### config.mk
export PLATFORM = sky130hd
export DESIGN_NAME = asr_ctrl
export DESIGN_NICKNAME = d
export VERILOG_FILES = /design/src/hw/asr_pkg.sv /design/src/hw/asr_sync.sv /design/src/hw/asr_ctrl.sv
export VERILOG_INCLUDE_DIRS = /design/src /design/src/hw
export SDC_FILE = /design/constraint.sdc
export NUM_CORES = 1
export LEC_CHECK = 0
export BUFFER_PORTS_ARGS = -buffer_cell sky130_fd_sc_hd__buf_2
export CAP_MARGIN = 30
export CORE_ASPECT_RATIO = 2
export CORE_MARGIN = 2
export CORE_UTILIZATION = 25
export DETAILED_ROUTE_END_ITERATION = 12
export PLACE_DENSITY = 0.47
export SYNTH_ARGS = -nofsm -noshare
export SYNTH_HDL_FRONTEND = slang
export SYNTH_SLANG_ARGS = --single-unit
### constraint.sdc
create_clock -name sys_clk -period 5.4 [get_ports sys_clk]
set_input_delay 0.81 -clock sys_clk [delete_from_list [all_inputs] [get_ports sys_clk]]
set_output_delay 0.81 -clock sys_clk [all_outputs]
set_load 0.01 [all_outputs]
### src/hw/asr_regs.svh
/*
 Timing constants for the asynchronous static memory controller.
 Assumes a 250 MHz system clock; included by the controller files.
*/
`ifndef ASR_REGS_SVH
`define ASR_REGS_SVH

// Clock period in picoseconds
`define ASR_CLK_PS 4000
// Slowest grade figures, in ns
`define ASR_ADDR_ACCESS_NS 20
`define ASR_GATE_VALID_NS 9
`define ASR_WRITE_GATED_NS 20
`define ASR_WRITE_END_DRIVE_NS 3
`define ASR_FLOAT_NS 9
// Derived cycle counts, least times rounded up
`define ASR_CYC(ns) (((ns) * 1000 + `ASR_CLK_PS - 1) / `ASR_CLK_PS)
`define ASR_READ_CYC `ASR_CYC(`ASR_ADDR_ACCESS_NS)
`define ASR_WRITE_CYC `ASR_CYC(`ASR_WRITE_GATED_NS)
`define ASR_FLOAT_CYC `ASR_CYC(`ASR_FLOAT_NS)
// Read window beyond access: two synchroniser flops and one settling cycle
`define ASR_SYNC_MARGIN_CYC 3
// Word geometry
`define ASR_ADDR_W 20
`define ASR_DATA_W 4

`endif

### src/hw/asr_pkg.sv
/*
 Types for the asynchronous static memory controller.
 Assumes asr_regs.svh for the widths.
*/
`include "asr_regs.svh"
package asr_pkg;
	typedef enum logic [4:0] {
		ASR_IDLE = 5'h01,
		ASR_RD = 5'h02,
		ASR_WR_SET = 5'h04,
		ASR_WR = 5'h08,
		ASR_TURN = 5'h10
	} asr_state_t;
	typedef logic [`ASR_ADDR_W-1:0] asr_addr_t;
	typedef logic [`ASR_DATA_W-1:0] asr_data_t;
endpackage

### src/hw/asr_sync.sv
/*
 Two flip-flop synchroniser for the data lines read back from memory.
 Assumes the memory drives asynchronously to sys_clk.
*/
`timescale 1ns/1ps
module asr_sync #(
	parameter int WIDTH = 4
) (
	// Clock and reset
	input wire logic sys_clk,
	input wire logic arst_n,
	// Data
	input wire logic [WIDTH-1:0] async_in,
	output logic [WIDTH-1:0] sync_out
);
	logic [WIDTH-1:0] meta_r;
	always_ff @(posedge sys_clk or negedge arst_n) begin
		if (!arst_n) begin
			meta_r <= '0;
			sync_out <= '0;
		end else begin
			meta_r <= async_in;
			sync_out <= meta_r;
		end
	end
endmodule // asr_sync

### src/hw/asr_ctrl.sv
/*
 Controller for a 1M x 4 asynchronous static memory: takes single-word
 read and write requests and sequences address, strobes and data lines.
 Assumes the memory sits on the pins directly and the requester uses
 sys_clk. Timing is set by the slowest speed grade, so any grade works.
 Writes keep the output gate high throughout, so the memory never drives
 while the controller does; single words only, no bursts.
*/
// Contract
// - Controller never drives data lines while memory reads out.
// - Read holds write strobe high, select and gate low.
// - Write interval at least 12 ns, 15 ns with gate low.
// - Select held low at least 12 ns to end of write.
// - Address valid no later than select falling for reads.
// - Strobes sequenced to avoid contention on the data lines.
`timescale 1ns/1ps
`include "asr_regs.svh"
module asr_ctrl #(
	parameter int READ_CYC = `ASR_READ_CYC,
	parameter int WRITE_CYC = `ASR_WRITE_CYC,
	parameter int TURN_CYC = `ASR_FLOAT_CYC
) (
	// Clock and reset
	input wire logic sys_clk,
	input wire logic arst_n,
	// Request
	input wire logic req_valid,
	input wire logic req_write,
	input wire asr_pkg::asr_addr_t req_addr,
	input wire asr_pkg::asr_data_t req_wdata,
	output logic req_ready,
	// Answer
	output logic rsp_valid,
	output asr_pkg::asr_data_t rsp_rdata,
	// Memory pins
	output asr_pkg::asr_addr_t word_address,
	output logic chip_select_n,
	output logic write_strobe_n,
	output logic output_gate_n,
	input wire asr_pkg::asr_data_t shared_data_lines_i,
	output asr_pkg::asr_data_t shared_data_lines_o,
	output logic shared_data_lines_oe
);
	import asr_pkg::*;

	// Read window: access time, two synchroniser flops, one cycle of
	// margin because the data may settle right on a clock edge
	localparam int READ_WIN = READ_CYC + `ASR_SYNC_MARGIN_CYC;

	// ****************************************************
	// Parameter checks
	// ****************************************************
	// All counts load an 8-bit down counter
	initial begin
		if (READ_CYC < 1 || READ_WIN > 256) begin
			$error("asr_ctrl: READ_CYC out of range");
		end
		if (WRITE_CYC < 1 || WRITE_CYC > 256) begin
			$error("asr_ctrl: WRITE_CYC out of range");
		end
		if (TURN_CYC < 1 || TURN_CYC > 256) begin
			$error("asr_ctrl: TURN_CYC out of range");
		end
	end

	// ****************************************************
	// State
	// ****************************************************
	typedef struct packed {
		asr_state_t st;
		logic [7:0] cnt;
		asr_addr_t addr;
		asr_data_t wdata;
		logic cs_n;
		logic we_n;
		logic oe_n;
		logic drv;
		logic ready;
		logic rvalid;
		asr_data_t rdata;
	} asr_ctrl_t;

	asr_ctrl_t s_r, s_nxt;
	asr_data_t din_sync;

	// ****************************************************
	// Read-back synchroniser
	// ****************************************************
	// Memory output is unclocked; only the second flop feeds logic
	asr_sync #(.WIDTH(`ASR_DATA_W)) u_sync (
		.sys_clk(sys_clk),
		.arst_n(arst_n),
		.async_in(shared_data_lines_i),
		.sync_out(din_sync)
	);

	// ****************************************************
	// Counter helpers
	// ****************************************************
	function automatic logic [7:0] cnt_of(input int n);
		cnt_of = 8'(n - 1);
	endfunction

	function automatic logic cnt_done(input logic [7:0] c);
		cnt_done = (c == 8'h00);
	endfunction

	// ****************************************************
	// Sequencer
	// ****************************************************
	always_comb begin
		s_nxt = s_r;
		s_nxt.rvalid = 1'b0;
		case (s_r.st)
			ASR_IDLE: begin
				// Idle deselected: memory floats, draws standby current
				s_nxt.cs_n = 1'b1;
				s_nxt.we_n = 1'b1;
				s_nxt.oe_n = 1'b1;
				s_nxt.drv = 1'b0;
				// Ready rises on the first edge after reset and after TURN
				s_nxt.ready = 1'b1;
				if (req_valid && s_r.ready) begin
					s_nxt.ready = 1'b0;
					s_nxt.addr = req_addr;
					s_nxt.wdata = req_wdata;
					if (req_write) begin
						// Select with gate high first: memory floats
						s_nxt.cs_n = 1'b0;
						s_nxt.st = ASR_WR_SET;
					end else begin
						// Address and select/gate leave together
						s_nxt.cs_n = 1'b0;
						s_nxt.oe_n = 1'b0;
						// Synchroniser and margin stretch the window
						s_nxt.cnt = cnt_of(READ_WIN);
						s_nxt.st = ASR_RD;
					end
				end
			end
			ASR_RD: begin
				if (cnt_done(s_r.cnt)) begin
					s_nxt.rdata = din_sync;
					// Deselect: memory floats within its release time
					s_nxt.rvalid = 1'b1;
					s_nxt.cs_n = 1'b1;
					s_nxt.oe_n = 1'b1;
					s_nxt.cnt = cnt_of(TURN_CYC);
					s_nxt.st = ASR_TURN;
				end else begin
					s_nxt.cnt = s_r.cnt - 8'h01;
				end
			end
			ASR_WR_SET: begin
				// Strobe falls after select, gate kept high, so the
				// memory never drives during the write
				s_nxt.we_n = 1'b0;
				s_nxt.drv = 1'b1;
				s_nxt.cnt = cnt_of(WRITE_CYC);
				s_nxt.st = ASR_WR;
			end
			ASR_WR: begin
				if (cnt_done(s_r.cnt)) begin
					// Strobe rises first; data and address held a cycle
					s_nxt.we_n = 1'b1;
					s_nxt.cnt = cnt_of(TURN_CYC);
					s_nxt.st = ASR_TURN;
				end else begin
					s_nxt.cnt = s_r.cnt - 8'h01;
				end
			end
			ASR_TURN: begin
				s_nxt.cs_n = 1'b1;
				s_nxt.drv = 1'b0;
				// Turnaround: lines float before anyone drives again
				if (cnt_done(s_r.cnt)) begin
					s_nxt.ready = 1'b1;
					s_nxt.st = ASR_IDLE;
				end else begin
					s_nxt.cnt = s_r.cnt - 8'h01;
				end
			end
			default: begin
				s_nxt.st = ASR_IDLE;
				s_nxt.ready = 1'b1;
			end
		endcase
	end

	always_ff @(posedge sys_clk or negedge arst_n) begin
		if (!arst_n) begin
			s_r <= '{st: ASR_IDLE, cnt: 8'h00, addr: '0, wdata: '0,
				cs_n: 1'b1, we_n: 1'b1, oe_n: 1'b1, drv: 1'b0,
				ready: 1'b0, rvalid: 1'b0, rdata: '0};
		end else begin
			s_r <= s_nxt;
		end
	end

	// ****************************************************
	// Outputs
	// ****************************************************
	assign req_ready = s_r.ready;
	assign rsp_valid = s_r.rvalid;
	assign rsp_rdata = s_r.rdata;
	assign word_address = s_r.addr;
	assign chip_select_n = s_r.cs_n;
	assign write_strobe_n = s_r.we_n;
	assign output_gate_n = s_r.oe_n;
	assign shared_data_lines_o = s_r.wdata;
	assign shared_data_lines_oe = s_r.drv;
endmodule // asr_ctrl

==> reports/metrics.cfg, run 1 <==
[timing]
relSlewSlack_pct = 50.37
fin_worst_skew_ps = 5.623
min_period_ps = 2578
clock.fmax_ghz = 0.3879
tightestPinTransition_ps = 738.4
hold_viol_final = 0
finalSetupTns_ps = 0
final-max-slew-violation-count = 0
setup_viol = 0
timing.final.crit_share_pct = 47.75
rsz0062_at_grt = no

[logic_synthesis]
syn-num-nets = 237
synth_xor_area_share_pct = 0.6948
yosys.cell_types.count = 47
ys_async_sr_fraction_pct = 100.0
syn_area_per_cell_um2 = 12.36
yosysWarnings = 0
synth_compound_area_share_pct = 9.380
syn-instance-count = 204
synth_top_flop_cell = dfrtp_1
synth_edf_count = 0
synth_area_um2 = 2521
ys_seq_elements = 55
synth-seq-area-share_pct = 54.79
yosys.area_share.simple_pct = 10.82
synthAdderAreaFrac_pct = 0.4963
synthMuxAreaShare_pct = 12.90
synth_top_family_by_area = multiplexers

[layout]
final_cell_count_no_fill = 374
fin_util_pct = 30.14
areaGrowthSynthToFinish_pct = 16.72
multi_input_comb_area_um2 = 864.6
n_antenna_cell = 0
drive_gt1_share_pct = 45.45
nFillCells = 1000
layout_commonest_cell = buf_2
register_area_um2 = 1381
nets = 274
final_cell_mix = buf_2 (65), dfrtp_1 (51), mux2_2 (21)

[critical_path]
required_ps = 5590
startpoint = s_r[34]$_DFFE_PN0P_
crit_type = flop to flop
r2r-start = s_r[34]$_DFFE_PN0P_
crit_fanout = 7
crit_arrival_ps = 2770
cp-end-kind = flop
cp-start-kind = flop

[floorplanning]
core_um2 = 9763
die_w_um = 75.01
die_area_um2 = 10950
rows = 51
die_h_um = 146.0
pin_count = 66
initial_utilization_pct = 25.82

[clock_network]
clock-root-buffer = clkbuf_16
clockBufferDepth = 2
post_cts_resized = 0
clock_latency_ps = 300
cts_buffers = 5
postCtsSetupRepairBufs = 0
ctsHoldBuffers = 0
path_clk_slew_ps = 70
h-tree-depth = 2
numClockSinks = 55
cts_tree = yes

[global_route]
globalRouteOverflowTotal = 0
grt_first_pass_wirelength_um = 8480
first_global_vias = 1679
grt_max_degree = 56
antenna_found_initial = 0
globalRouteTotalUtil_pct = 10.11

[drt]
ant_nets = 0
drc_errors = 0
vias = 1616
routed_wl_um = 5138
firstDrtPassIters = 4
wl_per_cell_um = 13.74
dr.first_iter.drc_count = 55
viasPerCell = 4.321

[pwr]
p_comb_share_pct = 34.3
p_per_area_nw_per_um2 = 500.2
irDropWorstVdd_uv = 240.8
p_int_w = 0.0009775
p_sw_w = 0.0004947
leakagePower_nw = 1.332
p_clk_share_pct = 22.9
pwr-share-seq_pct = 42.8
swShare_pct = 33.60

[worst_hold_path]
min_from = u_sync.meta_r[0]$_DFF_PN0_
hp-class = flop to flop

[place]
dp_hpwl_um = 3823
gp_congestion = 0.8304
placed_cells_incl_taps = 366
port_buffers = 65

[outcome]
status = completed

[job]
drv_cap = 0

-- metrics by stage --
stage	hold WS, ps	power [W]	cell area (µm²)	setup WS [ps]
5_1_grt	358.5	0.001557	2943	2583
3_5_place_dp	334.7	0.001154	2794	2813
4_1_cts	353.3	0.001495	2943	2783
6_report	352.0	0.001472	2943	2822
2_1_floorplan	331.2	0.001073	2521	3098
3_3_place_gp	332.0	0.001132	2766	2644
-- sequential cells by signal (all words and copies together) (netlist names) --
register and cells:
word_address 20, s_r 13, rsp_rdata 4, shared_data_lines_o 4, u_sync.meta_r 4, u_sync.sync_out 4
chip_select_n 1, output_gate_n 1, req_ready 1, rsp_valid 1, shared_data_lines_oe 1, write_strobe_n 1
-- power groups by stage --
stage	combinational [W]	sequential [W]	clock [W]
3_3_place_gp	0.000495	0.000637	0
5_1_grt	0.000548	0.000651	0.000359
4_1_cts	0.000517	0.000634	0.000345
3_5_place_dp	0.000516	0.000639	0
2_1_floorplan	0.000462	0.000611	0
6_report	0.000505	0.000631	0.000336
-- Yosys cell counts, drive strengths merged (2+ instances only) --
library cell	number	area, µm²
dfrtp	51	1276
buf	33	237.7
mux2	28	315.3
nor2	15	56.30
o21ai	8	40.03
inv	6	22.52
nand2	6	22.52
nor4	5	43.79
a22o	4	35.03
clkbuf	4	15.01
dfstp	4	105.1
nor3	4	20.02
a21oi	3	26.28
and2	3	21.27
or3	3	20.02
nand2b	2	12.51
o32a	2	20.02
or4	2	18.77
-- kinds of logic after synthesis --
family	count (synthesis)
xor gates and xnor gates	2
adders and majority gates	1
muxes	29
and+or+nand+nor	47
AOI/OAI and AO/OA	27
DFF	55
buffers and inverters	43
-- critical path, stage by stage (launching register included) --
cell,delay (ps)
dfrtp_1,410
inv_1,90
ha_1,210
or4b_4,510
nor4_2,400
and4_1,490
mux2_1,350
-- metal layers --
layer / wire [µm] / GRT usage, % / vias up
met1: 1875 / 10.69 / 809
met3: 169 / 1.587 / 9
met5: 0 / 0 / -
met4: 149 / 5.446 / 0
met2: 2944 / 18.11 / 39
li1: - / - / 759
-- worst paths after layout --
path | depth (start not counted) | slack, ps | endpoint
setup / recovery | 6 | 2820 | rsp_rdata[2]$_DFFE_PN0P_
max in group asynchronous | 2 | 4290 | word_address[12]$_DFFE_PN0P_
setup reg to reg | 6 | 2820 | rsp_rdata[2]$_DFFE_PN0P_
min in group asynchronous | 2 | 620 | u_sync.meta_r[3]$_DFF_PN0_
hold reg to reg | 0 | 350 | u_sync.sync_out[0]$_DFF_PN0_
hold / removal | 0 | 350 | u_sync.sync_out[0]$_DFF_PN0_
-- layout make-up --
class | instances | share of cell area, %
clock buffers | 5 | 4.252
multi-input cells | 106 | 29.38
repair buffers | 67 | 12.24
flip-flops and latches | 55 | 46.94
inverters | 6 | 0.7653
well taps | 132 | 5.612
clock inverters | 3 | 0.8078
Power figures use the tool's default switching activity.
==> inputs of run 2 (changes only) <==
- PLACE_DENSITY: 0.47 -> 0.48
- clock period: 5.4 -> 2.2 ns (I/O delays scaled with it)
==> reports/metrics.cfg, run 2 (synthesized netlist as in run 1, its figures left out) <==
[timing]
final-max-slew-violation-count = 0  ; unchanged
relSlewSlack_pct = 53.45  ; +3.1 points
hold_viol_final = 0  ; unchanged
setup_viol = 8  ; +8
timing.final.crit_share_pct = 102.5  ; +55 points
fin_ws_ps = -54.47  ; -2876 ps
min_period_ps = 2254  ; -323.8 ps
rsz0062_at_grt = yes
whs_ps = 134.9  ; -217.1 ps
fin_worst_skew_ps = 5.379  ; -0.2448 ps
clock.fmax_ghz = 0.4436  ; +14%
tightestPinTransition_ps = 698.2  ; -40.12 ps

[drt]
wl_per_cell_um = 13.19  ; -4.0%
viasPerCell = 4.191  ; -3.0%
firstDrtPassIters = 4  ; unchanged
dr.first_iter.drc_count = 24  ; -56%
ant_nets = 0  ; unchanged
drc_errors = 0  ; unchanged
routed_wl_um = 5172  ; +0.66%
vias = 1643  ; +1.7%

[place]
port_buffers = 65  ; unchanged
placed_area_um2 = 2910  ; +4.2%
place_ws_ps = -87.26  ; -2900 ps
dp_hpwl_um = 3853  ; +0.78%
gp_congestion = 0.7346  ; -12%

[clock_network]
cts_tree = yes
h-tree-depth = 2  ; unchanged
clock-root-buffer = clkbuf_16
clock_latency_ps = 300  ; about the same
ctsHoldBuffers = 0  ; unchanged
clockBufferDepth = 2  ; unchanged
path_clk_slew_ps = 70  ; about the same
cts_buffers = 5  ; unchanged
numClockSinks = 55  ; unchanged

[global_route]
grt_first_pass_wirelength_um = 8583  ; +1.2%
grt_max_degree = 56  ; unchanged
globalRouteTotalUtil_pct = 10.33  ; +0.22 points
globalRouteOverflowTotal = 0  ; unchanged
antenna_found_initial = 0  ; unchanged
first_global_vias = 1766  ; +5.2%

[floorplanning]
initial_utilization_pct = 25.82  ; unchanged
die_area_um2 = 10950  ; unchanged
rows = 51  ; unchanged
die_w_um = 75.01  ; unchanged
core_um2 = 9763  ; unchanged
die_h_um = 146.0  ; unchanged
pin_count = 66  ; unchanged

[job]
drv_cap = 0  ; unchanged

[layout]
nets = 292  ; +6.6%
n_antenna_cell = 0  ; unchanged
final_cell_mix = buf_2 (65), dfrtp_1 (51), mux2_2 (21)
largest_register_ffs = 20  ; unchanged
final_cell_area_um2 = 3122  ; +6.1%
drive_gt1_share_pct = 51.54  ; +6.1 points
fin_util_pct = 31.97  ; +1.8 points
areaGrowthSynthToFinish_pct = 23.82
layout_commonest_cell = buf_2
nFillCells = 997  ; -0.30%

[pwr]
irDropWorstVdd_uv = 560.8  ; +130%
total_power_w = 0.003715  ; +150%
p_per_area_nw_per_um2 = 1190  ; +140%
leakagePower_nw = 1.435  ; +7.8%

[critical_path]
crit_type = flop to flop
crit_fanout = 4  ; -3
required_ps = 2390  ; -3200 ps
cp-start-kind = flop
crit_arrival_ps = 2440  ; -330 ps
cp-end-kind = flop

[outcome]
status = finished with violations
failed_checks = negative setup slack

[worst_hold_path]
hp-class = input port to flop

run 2: power by group:
part           switching, W  internal (W)
registers          0.000178       0.00134
logic              0.000653      0.000706
clock network      0.000350      0.000485
total               0.00118       0.00253
run 2: routing by layer:
metal	routed length [µm]	global-route usage, %	vias up
met2	2990	18.95	37
met1	1847	10.18	807
met5	0	0	-
li1	-	-	794
met4	136	5.357	0
met3	197	2.277	5
run 2: final timing paths:
kind | startpoint | end | slack (ps) | depth (start not counted)
worst min register to register | u_sync.meta_r[2]$_DFF_PN0_ | u_sync.sync_out[2]$_DFF_PN0_ | 350 | 0
max in group asynchronous | arst_n | word_address[12]$_DFFE_PN0P_ | 1570 | 2
worst max register to register | s_r[35]$_DFFE_PN0P_ | s_r[37]$_DFFE_PN0P_ | -50 | 7
worst min-delay path | shared_data_lines_i[3] | u_sync.meta_r[3]$_DFF_PN0_ | 130 | 1
worst max-delay path | s_r[35]$_DFFE_PN0P_ | s_r[37]$_DFFE_PN0P_ | -50 | 7
min in group asynchronous | arst_n | word_address[2]$_DFFE_PN0P_ | 150 | 2
run 2: per-stage QoR:
step,setup TNS (ps),instances
finish,-267.7,392
floorplan,-348.8,204
global route,-1069,392
global placement,-376.4,381
detailed placement,-681.7,381
CTS,-375.9,390
run 2: cell type report:
cell class	instances	area, µm²	share of cell area [%]
Sequential cell	55	1381	44.25
Multi-Input combinational cell	106	904.6	28.98
Timing Repair Buffer	85	491.7	15.75
Tap cell	132	165.2	5.291
Clock buffer	8	156.4	5.010
Inverter	6	22.52	0.7214
run 2: worst max-delay path, cell delays in order (launching register included):
cell and delay (ps):
dfrtp_1 380, inv_1 90, ha_4 130, or4b_4 470, or4_4 490, a21o_1 220, and2_4 170, a22o_1 200
run 2: repair_timing:
action                                  CTS  global route
endpoints found under the setup margin   13            14
setup buffers                             1             2
hold endpoints to repair                  0             0
gates resized for setup                   3             6
pin swaps                                 5             2
==> inputs of run 3 (changes only) <==
- ABC_CLOCK_PERIOD_IN_PS: unset -> 2200
- TNS_END_PERCENT: unset -> 50
==> reports/metrics.cfg, run 3 (synthesized netlist as in run 1, its figures left out) <==
[outcome]
status = finished with violations
failed_checks = negative setup slack

[clock_network]
clockBufferDepth = 2  ; unchanged
clock_latency_ps = 300  ; about the same
clock-root-buffer = clkbuf_16
h-tree-depth = 2  ; unchanged
numClockSinks = 55  ; unchanged
path_clk_slew_ps = 70  ; about the same
cts_tree = yes
cts_buffers = 5  ; unchanged
ctsHoldBuffers = 0  ; unchanged

[place]
placed_cells_incl_taps = 383  ; +0.52%
port_buffers = 65  ; unchanged
dp_hpwl_um = 3944  ; +2.4%
gp_congestion = 0.7669  ; +4.4%

[pwr]
swShare_pct = 32.55  ; +0.74 points
p_clk_share_pct = 21.9  ; -0.6 points
p_per_area_nw_per_um2 = 1183  ; -0.59%
irDropWorstVdd_uv = 613.8  ; +9.5%
p_int_w = 0.002487  ; -1.8%
leakagePower_nw = 1.426  ; -0.65%
p_comb_share_pct = 36.8  ; +0.2 points
p_sw_w = 0.001200  ; +1.6%
pwr-share-seq_pct = 41.3  ; +0.4 points

[drt]
ant_nets = 0  ; unchanged
firstDrtPassIters = 4  ; unchanged
wl_per_cell_um = 13.60  ; +3.0%
vias = 1690  ; +2.9%
drc_errors = 0  ; unchanged
viasPerCell = 4.300  ; +2.6%
dr.first_iter.drc_count = 50  ; +110%
routed_wl_um = 5343  ; +3.3%

[critical_path]
cp-end-kind = flop
cp-start-kind = flop
crit_fanout = 5  ; +1
crit_arrival_ps = 2450  ; about the same
crit_type = flop to flop
crit_chain = inv_2, ha_4, or4b_4, or4_4, a21o_1, and2_4, a22o_1
worst_path_largest_cell_delay_ps = 490  ; about the same
required_ps = 2390  ; about the same
cp_slowest_cell = or4b_4

[global_route]
first_global_vias = 1822  ; +3.2%
grt_max_degree = 56  ; unchanged
globalRouteTotalUtil_pct = 10.66  ; +0.32 points
antenna_found_initial = 0  ; unchanged
globalRouteOverflowTotal = 0  ; unchanged
grt_first_pass_wirelength_um = 8756  ; +2.0%

[floorplanning]
rows = 51  ; unchanged
initial_utilization_pct = 25.82  ; unchanged
die_area_um2 = 10950  ; unchanged
die_h_um = 146.0  ; unchanged
die_w_um = 75.01  ; unchanged
pin_count = 66  ; unchanged
core_um2 = 9763  ; unchanged

[layout]
largest_register_ffs = 20  ; unchanged
final_cell_mix = buf_2 (65), dfrtp_1 (51), mux2_2 (21)
n_antenna_cell = 0  ; unchanged
layout_commonest_cell = buf_2
drive_gt1_share_pct = 51.72  ; +0.19 points
areaGrowthSynthToFinish_pct = 23.62
final_cell_count_no_fill = 393  ; +0.26%
nets = 293  ; +0.34%

[timing]
final-max-slew-violation-count = 0  ; unchanged
min_period_ps = 2263  ; +8.336 ps
clock.fmax_ghz = 0.4419  ; -0.37%
tightestPinTransition_ps = 719.2  ; +20.92 ps
timing.final.crit_share_pct = 102.9  ; +0.38 points
finalSetupTns_ps = -322.1  ; -54.44 ps
rsz0062_at_grt = yes
hold_viol_final = 0  ; unchanged
fin_ws_ps = -62.80  ; -8.336 ps
relSlewSlack_pct = 52.06  ; -1.4 points
setup_viol = 9  ; +1
fin_worst_skew_ps = 5.403  ; +0.02437 ps

[job]
drv_cap = 0  ; unchanged

[worst_hold_path]
hp-class = input port to flop

run 3: worst paths after layout:
path                       cells past startpoint                  startpoint                            endpoint  slack, ps
setup reg to reg                               7         s_r[34]$_DFFE_PN0P_                 s_r[37]$_DFFE_PN0P_        -60
hold reg to reg                                0  u_sync.meta_r[0]$_DFF_PN0_        u_sync.sync_out[0]$_DFF_PN0_        350
setup / recovery                               7         s_r[34]$_DFFE_PN0P_                 s_r[37]$_DFFE_PN0P_        -60
min in group asynchronous                      2                      arst_n          u_sync.meta_r[0]$_DFF_PN0_        150
hold / removal                                 1      shared_data_lines_i[2]          u_sync.meta_r[2]$_DFF_PN0_        140
max in group asynchronous                      2                      arst_n  shared_data_lines_o[0]$_DFFE_PN0P_       1550
run 3: repair_timing:
action / in CTS / in global routing
resized for setup: 5 / 5
pin swaps: 7 / 5
setup buffers: 2 / 0
setup endpoints to repair: 9 / 13
run 3: worst max-delay path, delay by kind of cell, from the launching register on:
family / cells / cell delay (ps)
adders and majority gates: 1 / 130
buffers and inverters: 1 / 80
and+or+nand+nor: 3 / 1150
AOI/OAI and AO/OA: 2 / 410
DFF: 1 / 390
run 3: final cells by class:
cell class,instances,area [µm²]
clock buffers,7,142.6
clock inverters,1,5.005
fillers,993,6646
inverters,6,22.52
multi-input cells,106,900.9
flip-flops and latches,55,1381
well taps,132,165.2
repair buffers,86,499.2
run 3: layer usage:
layer,routed length [µm],GRT usage [%],vias to the layer above
met5,0,0,-
met4,208,6.875,0
met3,149,1.725,10
met2,3094,19.39,37
met1,1891,10.38,850
li1,-,-,793
run 3: power groups by stage:
stage	Sequential (W)	Combinational [W]	Clock, W
2_1_floorplan	0.00150	0.00113	0
3_3_place_gp	0.00154	0.00134	0
3_5_place_dp	0.00154	0.00136	0
4_1_cts	0.00153	0.00138	0.000848
5_1_grt	0.00157	0.00148	0.000873
6_report	0.00152	0.00136	0.000809
run 3: stage by stage:
| step | worst slack [ps] | util [%] | total power [W] | hold WS [ps] | area [µm²] |
|---|---|---|---|---|---|
| finish | -62.80 | 31.92 | 0.003687 | 135.7 | 3117 |
| global route | -158.2 | 31.92 | 0.003928 | 126.1 | 3117 |
| CTS | -71.93 | 31.77 | 0.003751 | 130.1 | 3102 |
| detailed placement | -83.22 | 29.94 | 0.002896 | 337.2 | 2923 |
| global placement | -64.89 | 29.94 | 0.002876 | 333.4 | 2923 |
| floorplan | -85.56 | - | 0.002635 | 34.41 | 2532 |
